`src/shared/vrlc_pkg.sv`:
```
// Package: register map, field layout and analog control types of the voltage reference control
package vrlc_pkg;

    // Register byte addresses (chosen, word aligned)
    localparam logic [11:0] ADDR_ENABLE_SOURCE_CTRL = 12'h000;
    localparam logic [11:0] ADDR_LEVEL_CODE         = 12'h004;
    localparam logic [11:0] ADDR_PIN_SENSE          = 12'h008;

    // First control register field positions
    localparam int BIT_CONVERTER_ENABLE     = 7;
    localparam int BIT_PIN1_OUTPUT_ENABLE   = 5;
    localparam int BIT_PIN2_OUTPUT_ENABLE   = 4;
    localparam int BIT_POS_SOURCE_HI        = 3;
    localparam int BIT_POS_SOURCE_LO        = 2;
    localparam int BIT_NEG_SOURCE_SELECT    = 0;

    // Writable masks: unused positions ignore writes and read zero
    localparam logic [7:0] MASK_ENABLE_SOURCE_CTRL = 8'hBD;
    localparam logic [7:0] MASK_LEVEL_CODE         = 8'h1F;

    // Reset values
    localparam logic [7:0] RESET_ENABLE_SOURCE_CTRL = 8'h00;
    localparam logic [7:0] RESET_LEVEL_CODE         = 8'h00;

    // Ladder taps: 32 levels from a 5-bit code
    localparam int LEVEL_BITS  = 5;
    localparam int LEVEL_COUNT = 32;

    // Positive source encodings
    localparam logic [1:0] POS_SOURCE_SUPPLY     = 2'h0;
    localparam logic [1:0] POS_SOURCE_EXT_PIN    = 2'h1;
    localparam logic [1:0] POS_SOURCE_FIXED_REF  = 2'h2;
    localparam logic [1:0] POS_SOURCE_RESERVED   = 2'h3;

    // Analog controls driven to the ladder and pads
    typedef struct packed {
        logic                  ladder_power;      // Ladder biased and active
        logic [LEVEL_COUNT-1:0] tap_select;       // One-hot tap, zero when off
        logic                  pos_supply;        // Top of ladder to supply
        logic                  pos_ext_pin;       // Top of ladder to external pin
        logic                  pos_fixed_ref;     // Top of ladder to fixed reference
        logic                  neg_ext_pin;       // Bottom to external pin, else ground
        logic                  internal_route;    // Feed comparator and ADC channel
    } vrlc_ladder_type;

    typedef struct packed {
        logic analog_connect;     // Level switched onto pin
        logic digital_out_kill;   // Force digital driver off
        logic input_detect_kill;  // Force input threshold detector off
        logic pullup_kill;        // Force weak pull-up off
    } vrlc_pin_ovr_type;

endpackage : vrlc_pkg

```
`src/verilog/vrlc_pin_override.sv`:
```
// Per-pin override: takes a pad when the reference level is routed onto it
`timescale 1ns/1ns
module vrlc_pin_override (
    input  wire logic                        pclk,        // Register clock
    input  wire logic                        presetn,     // Async reset, active low
    input  wire logic                        route_en,    // Pin selected for reference
    input  wire logic                        pad_in_sync, // Synchronised pad level
    output vrlc_pkg::vrlc_pin_ovr_type       ovr,         // Pad override controls
    output logic                             pin_read     // Digital value seen by reads
);

    vrlc_pkg::vrlc_pin_ovr_type next_ovr;
    logic                       next_pin_read;

    // Override and masked read value follow the route enable together
    always_comb begin
        next_ovr.analog_connect    = route_en;
        next_ovr.digital_out_kill  = route_en;
        next_ovr.input_detect_kill = route_en;
        next_ovr.pullup_kill       = route_en;
        next_pin_read              = route_en ? 1'b0 : pad_in_sync;
    end

    always_ff @(posedge pclk or negedge presetn) begin
        if (!presetn) begin
            ovr      <= '0;
            pin_read <= 1'b0;
        end else begin
            ovr      <= next_ovr;
            pin_read <= next_pin_read;
        end
    end

    property p_read_zero;
        @(posedge pclk) disable iff (!presetn)
        route_en |=> !pin_read;
    endproperty
    a_read_zero: assert property (p_read_zero)
        else $error("routed pin read not zero");

    property p_kill_all;
        @(posedge pclk) disable iff (!presetn)
        route_en |=> (ovr.digital_out_kill && ovr.input_detect_kill && ovr.pullup_kill);
    endproperty
    a_kill_all: assert property (p_kill_all)
        else $error("routed pin keeps a digital function");

endmodule : vrlc_pin_override

```
`src/verilog/vrlc_top.sv`:
```
// Voltage reference level control: APB registers, ladder selects and pin overrides
`timescale 1ns/1ns
// Operation
// - Ladder powered only while enable bit 7 of first register is set
// - Thirty-two levels chosen by five-bit code in second register
// - Output is negative source plus span times code over thirty-two
// - Positive source bits 3:2: supply, external pin, fixed reference; 11 reserved
// - Bit 0 picks ground when clear, external negative pin when set
// - Bit 5 routes level onto first output pin
// - Bit 4 routes level onto second output pin
// - Routed pin loses digital driver, input detector and weak pull-up
// - Digital read of a routed pin returns zero
// - Converter keeps running in sleep; wake leaves first register unchanged
// - Reset disables converter, frees both pins, clears level code
// - Unused bits ignore writes and read zero
// - Level also routed to comparator positive input and ADC channel
module vrlc_top (
    input  wire logic                         pclk,            // 250 MHz register clock
    input  wire logic                         presetn,         // Async reset, active low
    input  wire logic                         psel,            // APB select
    input  wire logic                         penable,         // APB access phase
    input  wire logic                         pwrite,          // APB write
    input  wire logic [11:0]                  paddr,           // APB byte address
    input  wire logic [31:0]                  pwdata,          // APB write data
    input  wire logic [3:0]                   pstrb,           // APB byte strobes
    input  wire logic                         sleep_mode,      // Device in sleep
    input  wire logic                         ref_output_pin1, // Pad 1 level from pin
    input  wire logic                         ref_output_pin2, // Pad 2 level from pin
    output logic [31:0]                       prdata,          // APB read data
    output logic                              pready,          // APB ready
    output logic                              pslverr,         // APB error
    output vrlc_pkg::vrlc_ladder_type         ladder,          // Ladder and source controls
    output vrlc_pkg::vrlc_pin_ovr_type        pin1_ovr,        // Pad 1 overrides
    output vrlc_pkg::vrlc_pin_ovr_type        pin2_ovr         // Pad 2 overrides
);

    // Control registers
    logic [7:0] ref_enable_source_ctrl;
    logic [7:0] ref_level_code;
    logic [7:0] next_ref_enable_source_ctrl;
    logic [7:0] next_ref_level_code;

    // Bus answer state
    logic [31:0] next_prdata;
    logic        next_pready;
    logic        next_pslverr;

    // Pad synchronisers
    logic [1:0] pad1_sync;
    logic [1:0] pad2_sync;
    logic       pin1_read;
    logic       pin2_read;

    // Ladder state
    vrlc_pkg::vrlc_ladder_type next_ladder;

    // Decoded fields
    logic                               converter_enable;
    logic                               ref_pin1_output_enable;
    logic                               ref_pin2_output_enable;
    logic [1:0]                         positive_source_select;
    logic                               negative_source_select;
    logic [vrlc_pkg::LEVEL_BITS-1:0]    level_code;

    // Bus phase qualifiers
    logic setup_phase;
    logic write_access;
    logic read_access;
    logic addr_hit;

    // Merge masked write data into a register, honouring the low byte strobe
    function automatic logic [7:0] merge_write(input logic [7:0] cur,
                                               input logic [7:0] wdata,
                                               input logic [7:0] mask,
                                               input logic       strobe);
        logic [7:0] result;
        result = cur;
        if (strobe) begin
            result = wdata & mask;
        end
        return result;
    endfunction : merge_write

    // One-hot ladder tap for a level code
    function automatic logic [vrlc_pkg::LEVEL_COUNT-1:0] tap_decode(
        input logic [vrlc_pkg::LEVEL_BITS-1:0] code);
        logic [vrlc_pkg::LEVEL_COUNT-1:0] onehot;
        onehot = '0;
        onehot[code] = 1'b1;
        return onehot;
    endfunction : tap_decode

    // Field extraction
    assign converter_enable       = ref_enable_source_ctrl[vrlc_pkg::BIT_CONVERTER_ENABLE];
    assign ref_pin1_output_enable = ref_enable_source_ctrl[vrlc_pkg::BIT_PIN1_OUTPUT_ENABLE];
    assign ref_pin2_output_enable = ref_enable_source_ctrl[vrlc_pkg::BIT_PIN2_OUTPUT_ENABLE];
    assign positive_source_select =
        ref_enable_source_ctrl[vrlc_pkg::BIT_POS_SOURCE_HI:vrlc_pkg::BIT_POS_SOURCE_LO];
    assign negative_source_select = ref_enable_source_ctrl[vrlc_pkg::BIT_NEG_SOURCE_SELECT];
    assign level_code             = ref_level_code[vrlc_pkg::LEVEL_BITS-1:0];

    // Bus phases: answer is registered from setup, so access phase completes with no wait state
    assign setup_phase  = psel && !penable;
    assign addr_hit     = (paddr == vrlc_pkg::ADDR_ENABLE_SOURCE_CTRL) ||
                          (paddr == vrlc_pkg::ADDR_LEVEL_CODE) ||
                          (paddr == vrlc_pkg::ADDR_PIN_SENSE);
    assign write_access = psel && penable && pready && pwrite;
    assign read_access  = setup_phase && !pwrite;

    // Register next values; sleep has no path here so contents survive wake
    always_comb begin
        next_ref_enable_source_ctrl = ref_enable_source_ctrl;
        next_ref_level_code         = ref_level_code;
        if (write_access && paddr == vrlc_pkg::ADDR_ENABLE_SOURCE_CTRL) begin
            next_ref_enable_source_ctrl = merge_write(ref_enable_source_ctrl, pwdata[7:0],
                vrlc_pkg::MASK_ENABLE_SOURCE_CTRL, pstrb[0]);
        end
        if (write_access && paddr == vrlc_pkg::ADDR_LEVEL_CODE) begin
            next_ref_level_code = merge_write(ref_level_code, pwdata[7:0],
                vrlc_pkg::MASK_LEVEL_CODE, pstrb[0]);
        end
    end

    // Reset clears enable, both pin routes and the level code
    always_ff @(posedge pclk or negedge presetn) begin
        if (!presetn) begin
            ref_enable_source_ctrl <= vrlc_pkg::RESET_ENABLE_SOURCE_CTRL;
            ref_level_code         <= vrlc_pkg::RESET_LEVEL_CODE;
        end else begin
            ref_enable_source_ctrl <= next_ref_enable_source_ctrl;
            ref_level_code         <= next_ref_level_code;
        end
    end

    // Bus answer: ready one cycle after setup; unmapped addresses report an error
    always_comb begin
        next_pready  = setup_phase;
        next_pslverr = setup_phase && !addr_hit;
        next_prdata  = '0;
        if (read_access) begin
            case (paddr)
                vrlc_pkg::ADDR_ENABLE_SOURCE_CTRL: begin
                    next_prdata = {24'h000000, ref_enable_source_ctrl};
                end
                vrlc_pkg::ADDR_LEVEL_CODE: begin
                    next_prdata = {24'h000000, ref_level_code};
                end
                vrlc_pkg::ADDR_PIN_SENSE: begin
                    next_prdata = {30'h0, pin2_read, pin1_read};
                end
                default: begin
                    next_prdata = '0;
                end
            endcase
        end
    end

    always_ff @(posedge pclk or negedge presetn) begin
        if (!presetn) begin
            prdata  <= '0;
            pready  <= 1'b0;
            pslverr <= 1'b0;
        end else begin
            prdata  <= next_prdata;
            pready  <= next_pready;
            pslverr <= next_pslverr;
        end
    end

    // Ladder controls follow the registers one edge later, no shadow stage.
    // The analog ladder forms Vneg + (Vpos - Vneg) * code / 32 from these taps.
    always_comb begin
        next_ladder                = '0;
        next_ladder.ladder_power   = converter_enable;
        next_ladder.internal_route = converter_enable;
        if (converter_enable) begin
            next_ladder.tap_select = tap_decode(level_code);
        end
        case (positive_source_select)
            vrlc_pkg::POS_SOURCE_SUPPLY: begin
                next_ladder.pos_supply = 1'b1;
            end
            vrlc_pkg::POS_SOURCE_EXT_PIN: begin
                next_ladder.pos_ext_pin = 1'b1;
            end
            vrlc_pkg::POS_SOURCE_FIXED_REF: begin
                next_ladder.pos_fixed_ref = 1'b1;
            end
            default: begin
                // Reserved code leaves the top of the ladder floating-safe
                next_ladder.pos_supply = 1'b0;
            end
        endcase
        next_ladder.neg_ext_pin = negative_source_select;
    end

    always_ff @(posedge pclk or negedge presetn) begin
        if (!presetn) begin
            ladder <= '0;
        end else begin
            ladder <= next_ladder;
        end
    end

    // Pad inputs come from outside; two flops before anything reads them
    always_ff @(posedge pclk or negedge presetn) begin
        if (!presetn) begin
            pad1_sync <= 2'h0;
            pad2_sync <= 2'h0;
        end else begin
            pad1_sync <= {pad1_sync[0], ref_output_pin1};
            pad2_sync <= {pad2_sync[0], ref_output_pin2};
        end
    end

    // Pin routes follow their enable bits one edge later, through the override flops
    vrlc_pin_override u_pin1 (
        .pclk        (pclk),
        .presetn     (presetn),
        .route_en    (ref_pin1_output_enable),
        .pad_in_sync (pad1_sync[1]),
        .ovr         (pin1_ovr),
        .pin_read    (pin1_read)
    );

    vrlc_pin_override u_pin2 (
        .pclk        (pclk),
        .presetn     (presetn),
        .route_en    (ref_pin2_output_enable),
        .pad_in_sync (pad2_sync[1]),
        .ovr         (pin2_ovr),
        .pin_read    (pin2_read)
    );

    // Checks; the sampled reset masks the release edge, where $past sees pre-reset state
    property p_power_follows_enable;
        @(posedge pclk) disable iff (!presetn)
        presetn |-> ladder.ladder_power == $past(converter_enable);
    endproperty
    a_power_follows_enable: assert property (p_power_follows_enable)
        else $error("ladder power does not follow enable");

    property p_tap_onehot;
        @(posedge pclk) disable iff (!presetn)
        presetn && $past(converter_enable)
            |-> ladder.tap_select == tap_decode($past(level_code));
    endproperty
    a_tap_onehot: assert property (p_tap_onehot)
        else $error("tap select wrong for level code");

    property p_tap_off;
        @(posedge pclk) disable iff (!presetn)
        !converter_enable |=> ladder.tap_select == '0;
    endproperty
    a_tap_off: assert property (p_tap_off)
        else $error("tap select active while off");

    property p_pos_source;
        @(posedge pclk) disable iff (!presetn)
        positive_source_select == vrlc_pkg::POS_SOURCE_FIXED_REF
            |=> ladder.pos_fixed_ref && !ladder.pos_supply && !ladder.pos_ext_pin;
    endproperty
    a_pos_source: assert property (p_pos_source)
        else $error("positive source select wrong");

    property p_pos_supply;
        @(posedge pclk) disable iff (!presetn)
        positive_source_select == vrlc_pkg::POS_SOURCE_SUPPLY
            |=> ladder.pos_supply && !ladder.pos_ext_pin && !ladder.pos_fixed_ref;
    endproperty
    a_pos_supply: assert property (p_pos_supply)
        else $error("supply not selected as positive source");

    // Reserved code must close no switch, or two sources could short together
    property p_pos_reserved;
        @(posedge pclk) disable iff (!presetn)
        positive_source_select == vrlc_pkg::POS_SOURCE_RESERVED
            |=> !ladder.pos_supply && !ladder.pos_ext_pin && !ladder.pos_fixed_ref;
    endproperty
    a_pos_reserved: assert property (p_pos_reserved)
        else $error("reserved positive code closed a source switch");

    property p_neg_source;
        @(posedge pclk) disable iff (!presetn)
        presetn |-> ladder.neg_ext_pin == $past(negative_source_select);
    endproperty
    a_neg_source: assert property (p_neg_source)
        else $error("negative source select wrong");

    property p_pin1_route;
        @(posedge pclk) disable iff (!presetn)
        $rose(ref_pin1_output_enable) |=> pin1_ovr.analog_connect;
    endproperty
    a_pin1_route: assert property (p_pin1_route)
        else $error("pin 1 not routed");

    property p_pin1_hold;
        @(posedge pclk) disable iff (!presetn)
        ref_pin1_output_enable |=> pin1_ovr.analog_connect;
    endproperty
    a_pin1_hold: assert property (p_pin1_hold)
        else $error("pin 1 route dropped while enabled");

    property p_pin2_set;
        @(posedge pclk) disable iff (!presetn)
        ref_pin2_output_enable |=> pin2_ovr.analog_connect;
    endproperty
    a_pin2_set: assert property (p_pin2_set)
        else $error("pin 2 not routed while enabled");

    property p_pin2_route;
        @(posedge pclk) disable iff (!presetn)
        !ref_pin2_output_enable |=> !pin2_ovr.analog_connect;
    endproperty
    a_pin2_route: assert property (p_pin2_route)
        else $error("pin 2 not released");

    property p_sleep_keeps;
        @(posedge pclk) disable iff (!presetn)
        (sleep_mode && !write_access) |=> $stable(ref_enable_source_ctrl);
    endproperty
    a_sleep_keeps: assert property (p_sleep_keeps)
        else $error("first register changed in sleep");

    property p_reserved_zero;
        @(posedge pclk) disable iff (!presetn)
        ref_enable_source_ctrl[6] == 1'b0 && ref_enable_source_ctrl[1] == 1'b0 &&
        ref_level_code[7:5] == 3'h0;
    endproperty
    a_reserved_zero: assert property (p_reserved_zero)
        else $error("unused bit set");

    property p_write_to_ladder;
        @(posedge pclk) disable iff (!presetn)
        (write_access && paddr == vrlc_pkg::ADDR_ENABLE_SOURCE_CTRL && pstrb[0])
            |-> ##2 ladder.ladder_power == $past(pwdata[7], 2);
    endproperty
    a_write_to_ladder: assert property (p_write_to_ladder)
        else $error("write did not reach ladder in time");

    property p_internal_route;
        @(posedge pclk) disable iff (!presetn)
        ladder.internal_route == ladder.ladder_power;
    endproperty
    a_internal_route: assert property (p_internal_route)
        else $error("internal route mismatch");

    c_enable_write: cover property (@(posedge pclk) disable iff (!presetn)
        $rose(ladder.ladder_power));
    c_pin1_routed: cover property (@(posedge pclk) disable iff (!presetn)
        pin1_ovr.analog_connect && ladder.ladder_power);
    c_full_code: cover property (@(posedge pclk) disable iff (!presetn)
        ladder.tap_select[vrlc_pkg::LEVEL_COUNT-1]);
    c_unmapped: cover property (@(posedge pclk) disable iff (!presetn)
        pready && pslverr);

endmodule : vrlc_top

```
`config.mk`:
```
export PLATFORM = sky130hd
export DESIGN_NAME = vrlc_top
export DESIGN_NICKNAME = d
export VERILOG_FILES = /design/src/shared/vrlc_pkg.sv /design/src/verilog/vrlc_pin_override.sv /design/src/verilog/vrlc_top.sv
export SDC_FILE = /design/constraint.sdc
export NUM_CORES = 1
export LEC_CHECK = 0
export BUFFER_PORTS_ARGS = -buffer_cell sky130_fd_sc_hd__buf_4
export CAP_MARGIN = 0
export CORE_ASPECT_RATIO = 1.1
export CORE_MARGIN = 2
export CORE_UTILIZATION = 48
export CTS_BUF_LIST = sky130_fd_sc_hd__clkbuf_16
export DETAILED_ROUTE_END_ITERATION = 8
export GPL_ROUTABILITY_DRIVEN = 0
export PLACE_DENSITY = 0.95
export SYNTH_ARGS = -nofsm -noshare
export SYNTH_HDL_FRONTEND = slang
export SYNTH_HIERARCHICAL = 1
export SYNTH_SLANG_ARGS = --single-unit
```
`constraint.sdc`:
```
create_clock -name pclk -period 3.72 [get_ports pclk]
set_clock_uncertainty 0.15 [all_clocks]
set_input_delay 0.93 -clock pclk [delete_from_list [all_inputs] [get_ports pclk]]
set_output_delay 0.93 -clock pclk [all_outputs]
set_load 0.02 [all_outputs]
```
After elaboration in Yosys (flattened, before gate mapping)
Index checks and enable logic that the tools add are counted.

Order comparisons: 2. Reductions and logical operators: 18. Muxes and demuxes: 10. Equal/unequal tests: 4.

Operators with widths (number): 32-bit 2-to-1 mux (1); 8-bit one-hot mux with 3 select lines (1); 12-bit by 3-bit equality test with 1-bit output (second input constant) (1); 12-bit by 4-bit equality test with 1-bit output (second input constant) (1); 12-bit zero test (1); 1-bit logical AND (9); 8-bit 2-to-1 mux (1); 5-bit by 6-bit less-than comparator with 1-bit output (second input constant) (1); 1-bit 2-to-1 mux (6); 1-bit demux with 5-bit select (1); 5-bit by 1-bit >= comparator with 1-bit output (second input constant) (1); 2-bit AND reduction (2); 1-bit zero test (3); 2-bit by 1-bit equality test with 1-bit output (second input constant) (1); 2-bit equality test (second input constant) (1); 2-bit zero test (1); 1-bit logical OR (2).

Input port bits: 56. Output and inout port bits: 80. Flip-flop bits (word level): 90. Word-level logic and storage cells: 51.

Depth between registers and ports, before layout
Gate-level depths: netlist (run 1).

Depth after elaboration: 5. Mapped depth: 5. Gate-level depth less buffers: 4.

Cells and area by module
The synthesis (run 1) kept the hierarchy.

By module, submodules not included: vrlc_top (sequential area each 1526.5 um^2, instances 1, cells an instance 185, area an instance 2362.3 um^2); vrlc_pin_override (sequential area each 50.0 um^2, instances 2, cells an instance 6, area an instance 86.3 um^2).

Least setup slack after synthesis (run 1)
Ideal clock, no wire load.

Path type: input to register. From: in paddr[1]. To: reg ref_level_code[0]. Setup time: 125 ps. Buffers on the path: 1. Data required time: 3445 ps. Arrival time: 2639 ps. Setup slack: 806 ps. Cell stages on the path: 5. Cell sequence: or4_4 > or2_4 > or4_4 > buf_6 > mux2_4.

Cells in the longest elaborated chain, start to end: 3.

Ends and longest elaborated chain: start: declaration (RTL line vrlc_top.sv:23) `input wire logic [11:0] paddr,`; 12-bit by 3-bit equality test with 1-bit output (RTL line vrlc_top.sv:118) `if (write_access && paddr == vrlc_pkg::ADDR_LEVEL_CODE) begin`; 1-bit logical AND (RTL line vrlc_top.sv:118); 2-bit AND reduction (no line); end signal: assignment (RTL line vrlc_top.sv:128) `ref_level_code <= vrlc_pkg::RESET_LEVEL_CODE;`; end signal: assignment (RTL line vrlc_top.sv:131) `ref_level_code <= next_ref_level_code;`; end: declaration (RTL line vrlc_top.sv:39) `logic [7:0] ref_level_code;`.

Every way passes these cells. A chain may end at the register's enable or synchronous reset.

Worst setup path after layout (run 1)
From: in paddr[1]. To: reg ref_enable_source_ctrl[2].

Cells in the longest elaborated chain, start to end: 3.

Ends and longest elaborated chain: 12-bit zero test (RTL line vrlc_top.sv:114) `if (write_access && paddr == vrlc_pkg::ADDR_ENABLE_SOURCE_CTRL) begin`; 1-bit logical AND (RTL line vrlc_top.sv:114); 2-bit AND reduction (no line); end signal: assignment (RTL line vrlc_top.sv:127) `ref_enable_source_ctrl <= vrlc_pkg::RESET_ENABLE_SOURCE_CTRL;`; end signal: assignment (RTL line vrlc_top.sv:130) `ref_enable_source_ctrl <= next_ref_enable_source_ctrl;`; end: declaration (RTL line vrlc_top.sv:38) `logic [7:0] ref_enable_source_ctrl;`.

Every way passes these cells.

==> results of run 1 <==
[cell usage in the layout (no fill, tap or decap)]
cell type / count
nor3b_1: 2
dfrtp_1: 65
or3_1: 1
nor4_1: 1
clkinv_1: 1
nor2b_1: 3
bufinv_16: 1
nand3b_1: 6
or4_2: 2
or4_4: 2
nor2_1: 40
clkinv_2: 2
nand2_1: 3
a21oi_1: 3
clkbuf_16: 9
buf_4: 81
nor4_4: 1
a31oi_1: 1
mux2i_1: 4
nor2b_4: 2
inv_1: 3
conb_1: 25
mux2_4: 5
or2_4: 1
nand2b_1: 1
or3b_2: 3
nand3_1: 3
clkinvlp_4: 2
and3_1: 1
mux2_2: 6
[stage by stage]
| step | hold slack [ns] | worst slack (ns) |
|---|---|---|
| after floorplan | 0.181 | 0.806 |
| after global placement | 0.183 | 0.699 |
| after detailed placement | 0.186 | 0.657 |
| after CTS | 0.198 | 0.992 |
| after global routing | 0.215 | 0.920 |
| final | 0.196 | 1.00 |
[power groups by stage]
stage / Clock [mW] / Combinational, mW / Sequential (mW)
after floorplan: 0 / 0.0514 / 0.727
after global placement: 0 / 0.0697 / 0.726
after detailed placement: 0 / 0.0718 / 0.726
after CTS: 0.806 / 0.0717 / 0.714
after global routing: 0.834 / 0.0784 / 0.714
final: 0.795 / 0.0711 / 0.714
[worst max-delay path, delay by kind of cell]
kind / cells / cell delay (ns)
AND/OR/NAND/NOR: 3 / 1.33
multiplexers: 1 / 0.40
buffers and inverters: 1 / 0.11
[sequential cells by signal (all words and copies together), names as in the netlist]
register,count
pad1_sync,2
prdata,7
pad2_sync,2
u_pin2/ovr,1
ref_level_code,5
u_pin1/pin_read,1
pready,1
u_pin1/ovr,1
pslverr,1
u_pin2/pin_read,1
ref_enable_source_ctrl,6
ladder,37
[cell type report]
cell class,instances,area (um^2)
fill,372,1730
sequential,65,1630
multi-input combinational,116,702
timing repair buffer,81,608
clock buffer,9,225
tap,58,72.6
clock inverter,7,62.6
inverter,2,7.51
[logic make-up (layout without fill, tap and decap cells)]
| logic type | Yosys count | after routing | share of synthesized area (%) |
|---|---|---|---|
| mux | 15 | 15 | 7.21 |
| simple gates | 72 | 72 | 15.9 |
| compound gates | 4 | 4 | 0.839 |
| other cells | 1 | 25 | 0.148 |
| buf+inv | 40 | 99 | 11.7 |
| flops | 65 | 65 | 64.2 |
[metal layers]
| metal | share of wire (%) | global-route usage (%) | up-vias | routed length, um |
|---|---|---|---|---|
| li1 | - | - | 742 | - |
| met1 | 38 | 18.4 | 771 | 1740 |
| met4 | 1.9 | 8.18 | 0 | 89 |
| met5 | 0 | 0 | - | 0 |
| met2 | 53 | 29.5 | 78 | 2470 |
| met3 | 7.4 | 4.64 | 10 | 343 |
[final timing paths]
path | to | cells past startpoint | startpoint
worst max-delay path | ref_enable_source_ctrl[2] | 5 | paddr[1]
worst min-delay path | pad2_sync[1] | 0 | pad2_sync[0]
worst max register to register | ref_level_code[2] | 4 | pready
worst min register to register | pad2_sync[1] | 0 | pad2_sync[0]
max in group asynchronous | ladder[4] | 1 | presetn
min in group asynchronous | ladder[34] | 1 | presetn
==> run summary, run 1 <==
Status: complete, no violations
First-pass GRT wire length: 7180 um
Hold buffer count at CTS: 0
#FFs+latches synth: 65
Sequential-to-total area share from yosys stat: 64.2%
Switching Power: 0.334 mW
Pwr/cell area: 478 mW/mm^2
Antenna-violating nets left: 0
Fin crit share: 73.1%
Core ar.: 0.00503 mm^2
CP required: 3.77 ns
CP max stage cell: nor4_4
Crit path kind: primary input to flop
Part of the power in the clock network: 50.3%
Die H: 80.2 um
Iteration-0 DRC Markers: 74
Final TNS setup: 0 ns
Average wire per standard cell: 13.7 um
Remaining DRCs: 0
Via/cell ratio: 4.74
CTS tree: yes
Detailed Route WL: 4640 um
Post-layout util: 65.6%
Clk slew on worst S/H paths: 0.05 ns
Synthesized instance count: 197
Pin count of the biggest net entering global routing: 66
Total gr overflow: 0
Final cell count without fillers: 338
Synthesized area: 0.00253 mm^2
Post-layout power: 1.58 mW
Top_reg_cell synth: dfrtp_1
Cell internal pwr: 1.25 mW
Share of cells above drive strength 1: 41.8%
CP endpoint kind: flop
Unrepaired setup endpoints after global routing: false
Synth cell count leaders: 65 x dfrtp_1, 40 x nor2_1, 33 x buf_4, 6 x mux2_2, 6 x nand3b_1
I/O pins: 136
Final hold viol count: 0
H-tree depth: 3
Total CTS buffers: 9
Ranking of synthesized cells by area: dfrtp_1 64%, buf_4 9.8%, nor2_1 5.9%
Crit path time final: 2.72 ns
Antenna cell count: 0
Clock sink count: 65
Worst Setup Start Kind: primary input
Worst Path Max Fanout: 6
Post-synth ARST share: 100%
CTS max path bufs: 2
GR Util All Layers: 16.8%
Worst Tran Pin Value: 0.769 ns
Switching portion of total power: 21.1%
Vias in the first global route: 1552
Fin area: 0.00330 mm^2
Sequential Power Share: 45.2%
Max_cap viols: 0
Most instantiated library cell after synthesis: dfrtp_1
Placed Cells: 322
WP data arrival: 2.77 ns
CTS resizes: 0
Area leader, netlist: dfrtp_1
Hpwl dp: 3390 um
Area added between synthesis and finish: 30.4%
Fin. max-slew vios: 0
Full die area: 0.00588 mm^2
Post-synth EDFFs: 0
Fmax: 368 MHz
Final setup violation count: 0
VDD IR max: 0.237 mV
Synth warn: 6
Post-CTS Setup Bufs: 0
Initial Util: 50.4%
Netlist cell types: 27
Worst-Skew Late Latency: 0.32 ns
Row cnt: 27
Comb pwr share: 4.5%
Top-area cell type share of the netlist area: 64.2%
# port buffers: 81
Hold Path Class: flop to flop
Area after DPL: 0.00302 mm^2
Max-slew headroom: 48.7%
Initial antenna violation count: 0
Die width: 73.3 um
Syn_area_per_cell: 12.9 um^2
Clk root buf: clkbuf_16
Crit-path max cell delay: 0.54 ns
Leakage: 1.75 nW
Cell chain of the critical path: buf_4 > or4_4 > or2_4 > nor4_4 > mux2_2
Vias: 1601
Layout Nets: 331
Drt pass-1 iters: 4
Worst reg2reg setup slack: 1.95 ns
No activity file was read; power rests on OpenSTA's default activity.
==> run 2: changes to the inputs <==
Settings changed: CORE_UTILIZATION 48 to 44, PLACE_DENSITY 0.95 to 0.89.
Clock period 3.72 ns to 2.7 ns, I/O delays scaled along.
==> run 2 against run 1 <==
First-iteration DRC count rose by 8.1%. Critical endpoint is now prdata[7]. Register-to-register slack got worse by 1.0 ns. Largest power group unchanged. Sequential cell count did not move. Critical path type unchanged. Worst hold slack improved by 0.00063 ns. Non-clock buffer count rose by 3.
==> run summary, run 2 (synthesis gave the netlist of run 1 again) <==
Final hold viol count: 0 (unchanged)
Vias: 1597 (was 1601)
Leakage: 1.76 nW (was 1.75 nW)
Grt met3 use: 5.09% (was 4.64%)
Cell internal pwr: 1.72 mW (was 1.25 mW)
Clock sink count: 65 (unchanged)
Crit-path max cell delay: 0.72 ns (was 0.54 ns)
CP max stage cell: or4_2 (was nor4_4)
CP required: 2.78 ns (was 3.77 ns)
Antenna cell count: 0 (unchanged)
Crit-path leading delay family: simple AND/OR/NAND/NOR gates (unchanged)
VDD IR max: 0.353 mV (was 0.237 mV)
Max_cap viols: 0 (unchanged)
M2 GR Usage: 26.0% (was 29.5%)
Commonest non-fill, non-tap cell in the layout: buf_4 (unchanged)
Worst hold slack: 0.197 ns (was 0.196 ns)
Worst Path Max Fanout: 5 (was 6)
Die H: 83.6 um (was 80.2 um)
Full die area: 0.00638 mm^2 (was 0.00588 mm^2)
Worst Tran Pin Value: 0.776 ns (was 0.769 ns)
Total gr overflow: 0 (unchanged)
Clk root buf: clkbuf_16 (unchanged)
Detailed Route WL: 4600 um (was 4640 um)
Initial Util: 44.8% (was 50.4%)
Share of cells above drive strength 1: 42.4% (was 41.8%)
Final cell count without fillers: 360 (was 338)
Register with the most flip-flops: ladder (unchanged)
Unrepaired setup endpoints after global routing: false (unchanged)
Biggest regs: ladder x37, prdata x7, ref_enable_source_ctrl x6 (unchanged)
CP endpoint kind: flop (unchanged)
Remaining DRCs: 0 (unchanged)
Vias in the first global route: 1563 (was 1552)
Met1 Use GR: 16.4% (was 18.4%)
First-pass GRT wire length: 7170 um (was 7180 um)
Status: complete, no violations (unchanged)
Fill count: 471 (was 372)
Register area: 0.00163 mm^2 (unchanged)
Fmax: 410 MHz
Critical path buffers and inverters: 1 (unchanged)
Fin. max-slew vios: 0 (unchanged)
Switching Power: 0.450 mW (was 0.334 mW)
CTS tree: yes (unchanged)
Layout Nets: 334 (was 331)
# port buffers: 81 (unchanged)
Via/cell ratio: 4.44 (was 4.74)
Crit path time final: 2.44 ns
Initial antenna violation count: 0 (unchanged)
Clk slew on worst S/H paths: 0.05 ns (about the same)
Sequential Power Share: 45.4% (was 45.2%)
Worst-Skew Late Latency: 0.32 ns (about the same)
Hold buffer count at CTS: 0 (unchanged)
Multi-input gate area: 702 um^2 (unchanged)
WP data arrival: 2.52 ns (was 2.77 ns)
Core ar.: 0.00566 mm^2 (was 0.00503 mm^2)
Fin crit share: 90.4%
Max-slew headroom: 48.3% (was 48.7%)
I/O pins: 136 (unchanged)
CTS resizes: 0 (unchanged)
Worst Setup Start Kind: primary input (unchanged)
Fin area: 0.00335 mm^2 (was 0.00330 mm^2)
Row cnt: 29 (was 27)
Average wire per standard cell: 12.8 um (was 13.7 um)
Largest register FFs: 37 (unchanged)
Antenna-violating nets left: 0 (unchanged)
Iteration-0 DRC Markers: 80 (was 74)
Switching portion of total power: 20.8% (was 21.1%)
Cell chain of the critical path: buf_4 > or4_4 > or2_4 > or4_2 > nor3b_1 (was buf_4 > or4_4 > or2_4 > nor4_4 > mux2_2)
Layer with the highest usage: met2 (unchanged)
Drt pass-1 iters: 4 (unchanged)
Area added between synthesis and finish: 32.2% (was 30.4%)
Crit path kind: primary input to flop (unchanged)
GR Util All Layers: 15.0% (was 16.8%)
Area after DPL: 0.00306 mm^2 (was 0.00302 mm^2)
Post-CTS Setup Bufs: 0 (unchanged)
Final setup violation count: 0 (unchanged)
Placed Cells: 344 (was 322)
Die width: 76.4 um (was 73.3 um)
Most frequent cells in the layout: 84 x buf_4, 65 x dfrtp_1, 40 x nor2_1, 25 x conb_1, 9 x clkbuf_16 (was 81 x buf_4, 65 x dfrtp_1, 40 x nor2_1, 25 x conb_1, 9 x clkbuf_16)
Hold Path Class: flop to flop (unchanged)
CTS max path bufs: 2 (unchanged)
Total CTS buffers: 9 (unchanged)
Part of the power in the clock network: 50.1% (was 50.3%)
H-tree depth: 3 (unchanged)
Comb pwr share: 4.5% (about the same)
Hpwl dp: 3330 um (was 3390 um)
Pin count of the biggest net entering global routing: 66 (unchanged)
Pwr/cell area: 647 mW/mm^2 (was 478 mW/mm^2)
[run 2: changes by cell type in the layout (fill, tap and decap cells not counted), sizes merged]
cell,previous run,this run
buf,81,84
[run 2: routing by layer]
metal / up-vias / part of all wire [%]
met5: - / 0
met4: 0 / 1.7
met3: 8 / 7.2
met2: 79 / 52
met1: 763 / 39
li1: 747 / -
[run 2: power groups by stage]
stage               logic, mW  registers (mW)  clock network [mW]
floorplan              0.0708            1.00                   0
global placement       0.0974            1.00                   0
detailed placement     0.0994            1.00                   0
CTS                    0.0994           0.983                1.11
global route            0.107           0.983                1.16
finish                 0.0980           0.983                1.09
[run 2: cell type report]
class,instances,share of cell area [%]
Timing Repair Buffer,84,18.8
Clock buffer,9,6.72
Clock inverter,7,1.87
Sequential cell,65,48.5
Multi-Input combinational cell,116,20.9
Inverter,2,0.224
Tap cell,77,2.88
[run 2: final timing paths]
kind                               from           endpoint  slack [ns]  depth (start not counted)
min                        pad2_sync[0]       pad2_sync[1]        0.20                          0
min reg2reg                pad2_sync[0]       pad2_sync[1]        0.20                          0
max reg2reg                      pready  ref_level_code[3]        0.94                          4
max                            paddr[1]          prdata[7]        0.26                          5
max in group asynchronous       presetn         ladder[19]        1.60                          1
min in group asynchronous       presetn          ladder[7]        0.28                          1
[run 2: worst reg2reg max path, cell delays in order (launching register included)]
cell and delay [ns]:
dfrtp_1 0.35, and3_1 0.15, nand3_1 0.14, or4_4 0.53, mux2_4 0.33
[run 2: per-stage QoR]
| step | power (mW) | setup slack (ns) | TNS, ns | util [%] |
|---|---|---|---|---|
| final | 2.17 | 0.260 | 0 | 59.2 |
| after global routing | 2.25 | 0.208 | 0 | 59.2 |
| after CTS | 2.19 | 0.258 | 0 | 59.2 |
| after detailed placement | 1.10 | -0.0733 | -0.729 | 54.1 |
| after global placement | 1.10 | -0.0384 | -0.376 | 54.1 |
| after floorplan | 1.07 | 0.0406 | 0 | - |
==> run 3: changes to the inputs <==
Settings changed: CELL_PAD_IN_SITES_DETAIL_PLACEMENT set to 1, CELL_PAD_IN_SITES_GLOBAL_PLACEMENT set to 1, CORE_MARGIN 2 to unset, CORE_UTILIZATION 44 to 33.
==> run 3 against run 2 <==
Non-clock buffer count down 1. Sequential cell count unchanged. Worst setup slack better by 0.025 ns. Sequential power about the same. Largest cell class unchanged.
==> run summary, run 3 (synthesis gave the netlist of run 1 again) <==
CTS tree: yes (unchanged)
Unrepaired setup endpoints after global routing: false (unchanged)
Multi-input gate area: 702 um^2 (unchanged)
Part of the power in the clock network: 53.3% (was 50.1%)
Hold Path Class: flop to flop (unchanged)
Crit-path max cell delay: 0.72 ns (about the same)
Average wire per standard cell: 14.9 um (was 12.8 um)
Total CTS buffers: 9 (unchanged)
Fin crit share: 89.5% (was 90.4%)
Remaining DRCs: 0 (unchanged)
Row cnt: 33 (was 29)
Full die area: 0.00804 mm^2 (was 0.00638 mm^2)
Final setup violation count: 0 (unchanged)
WP data arrival: 2.51 ns (was 2.52 ns)
Worst-Skew Late Latency: 0.33 ns (was 0.32 ns)
Grt met3 use: 5.10% (was 5.09%)
Hold buffer count at CTS: 0 (unchanged)
# port buffers: 81 (unchanged)
First-pass GRT wire length: 8710 um (was 7170 um)
Sequential Power Share: 42.4% (was 45.4%)
Core ar.: 0.00743 mm^2 (was 0.00566 mm^2)
Switching Power: 0.498 mW (was 0.450 mW)
Cell internal pwr: 1.82 mW (was 1.72 mW)
Biggest regs: ladder x37, prdata x7, ref_enable_source_ctrl x6 (unchanged)
Most frequent cells in the layout: 83 x buf_4, 65 x dfrtp_1, 40 x nor2_1, 25 x conb_1, 9 x clkbuf_16 (was 84 x buf_4, 65 x dfrtp_1, 40 x nor2_1, 25 x conb_1, 9 x clkbuf_16)
Fmax: 414 MHz (was 410 MHz)
Switching portion of total power: 21.5% (was 20.8%)
Fin. max-slew vios: 0 (unchanged)
Commonest non-fill, non-tap cell in the layout: buf_4 (unchanged)
Via/cell ratio: 4.48 (was 4.44)
Antenna-violating nets left: 0 (unchanged)
Met1 Use GR: 15.6% (was 16.4%)
M2 GR Usage: 26.3% (was 26.0%)
Total gr overflow: 0 (unchanged)
Max-slew headroom: 45.6% (was 48.3%)
Vias: 1652 (was 1597)
Drt pass-1 iters: 4 (unchanged)
Hpwl dp: 3940 um (was 3330 um)
Area added between synthesis and finish: 33.6% (was 32.2%)
Detailed Route WL: 5510 um (was 4600 um)
Die width: 85.6 um (was 76.4 um)
Initial antenna violation count: 0 (unchanged)
CTS max path bufs: 2 (unchanged)
Largest register FFs: 37 (unchanged)
Setup WS pre-CTS: -0.0672 ns (was -0.0733 ns)
CP required: 2.79 ns (was 2.78 ns)
Crit path time final: 2.42 ns (was 2.44 ns)
Worst Setup Start Kind: primary input (unchanged)
Status: complete, no violations (unchanged)
Worst reg2reg setup slack: 0.91 ns (was 0.94 ns)
Cell chain of the critical path: buf_4 > or4_4 > or2_4 > or4_2 > nor3b_1 (unchanged)
Leakage: 1.77 nW (was 1.76 nW)
I/O pins: 136 (unchanged)
Vias in the first global route: 1729 (was 1563)
Register area: 0.00163 mm^2 (unchanged)
Layout Nets: 333 (was 334)
CP endpoint kind: flop (unchanged)
CTS resizes: 0 (unchanged)
Final hold viol count: 0 (unchanged)
Iteration-0 DRC Markers: 44 (was 80)
Clock sink count: 65 (unchanged)
Fill count: 797 (was 471)
CP max stage cell: or4_2 (unchanged)
Worst Tran Pin Value: 0.815 ns (was 0.776 ns)
Antenna cell count: 0 (unchanged)
Worst hold slack: 0.203 ns (was 0.197 ns)
Clk root buf: clkbuf_16 (unchanged)
Worst Path Max Fanout: 5 (unchanged)
Share of cells above drive strength 1: 42.2% (was 42.4%)
H-tree depth: 3 (unchanged)
Initial Util: 34.1% (was 44.8%)
Layer with the highest usage: met2 (unchanged)
Post-CTS Setup Bufs: 0 (unchanged)
Comb pwr share: 4.3% (was 4.5%)
Final WS setup: 0.285 ns (was 0.260 ns)
Pwr/cell area: 685 mW/mm^2 (was 647 mW/mm^2)
Register with the most flip-flops: ladder (unchanged)
GR Util All Layers: 15.1% (was 15.0%)
Clk slew on worst S/H paths: 0.06 ns (was 0.05 ns)
VDD IR max: 0.417 mV (was 0.353 mV)
Pin count of the biggest net entering global routing: 66 (unchanged)
Die H: 93.9 um (was 83.6 um)
Max_cap viols: 0 (unchanged)
Crit path kind: primary input to flop (unchanged)
run 3: cell types whose count changed in the layout (fill, tap and decap cells not counted):
| cell | previous run | this run |
|---|---|---|
| clkinv_2 | 2 | 0 |
| inv_6 | 0 | 2 |
| buf_4 | 84 | 83 |
| bufinv_16 | 1 | 2 |
| clkinv_1 | 1 | 2 |
| clkinvlp_4 | 2 | 1 |
| inv_1 | 3 | 2 |
run 3: area by class of cell:
cell class | count | area share [%]
Timing Repair Buffer | 83 | 18.4
Multi-Input combinational cell | 116 | 20.7
Inverter | 2 | 0.222
Clock inverter | 7 | 2.73
Sequential cell | 65 | 48.0
Clock buffer | 9 | 6.65
Tap cell | 87 | 3.22
run 3: metal layers:
| layer | routed length (um) | vias up |
|---|---|---|
| met5 | 0 | - |
| met4 | 129 | 0 |
| met3 | 436 | 11 |
| met2 | 2860 | 80 |
| met1 | 2080 | 817 |
| li1 | - | 744 |
run 3: worst paths after layout:
check,cells past startpoint,end,startpoint
max in group asynchronous,1,ladder[24],presetn
max,5,prdata[7],paddr[1]
min in group asynchronous,1,pad2_sync[0],presetn
max reg2reg,4,ref_level_code[3],pready
min,0,pad1_sync[1],pad1_sync[0]
min reg2reg,0,pad1_sync[1],pad1_sync[0]
run 3: power groups by stage:
| stage | Sequential, mW | Clock, mW | Combinational (mW) |
|---|---|---|---|
| 3_3_place_gp | 1.00 | 0 | 0.0974 |
| 6_report | 0.983 | 1.24 | 0.0991 |
| 3_5_place_dp | 1.00 | 0 | 0.101 |
| 5_1_grt | 0.983 | 1.30 | 0.110 |
| 4_1_cts | 0.983 | 1.26 | 0.101 |
| 2_1_floorplan | 1.00 | 0 | 0.0708 |
run 3: worst max-delay path: cells and delay by family:
kind | cells | cell delay, ns
and+or+nand+nor | 4 | 1.73
buffers and inverters | 1 | 0.11
run 3: stage by stage:
step           std cells  power [mW]  utilization [%]  area (um^2)  setup TNS [ns]
5_1_grt              369        2.39             45.6         3390               0
4_1_cts              369        2.34             45.6         3390               0
2_1_floorplan        221        1.07                -         2630               0
3_5_place_dp         353        1.10             41.3         3070          -0.706
6_report             369        2.32             45.6         3390               0
3_3_place_gp         353        1.10             41.3         3070          -0.456
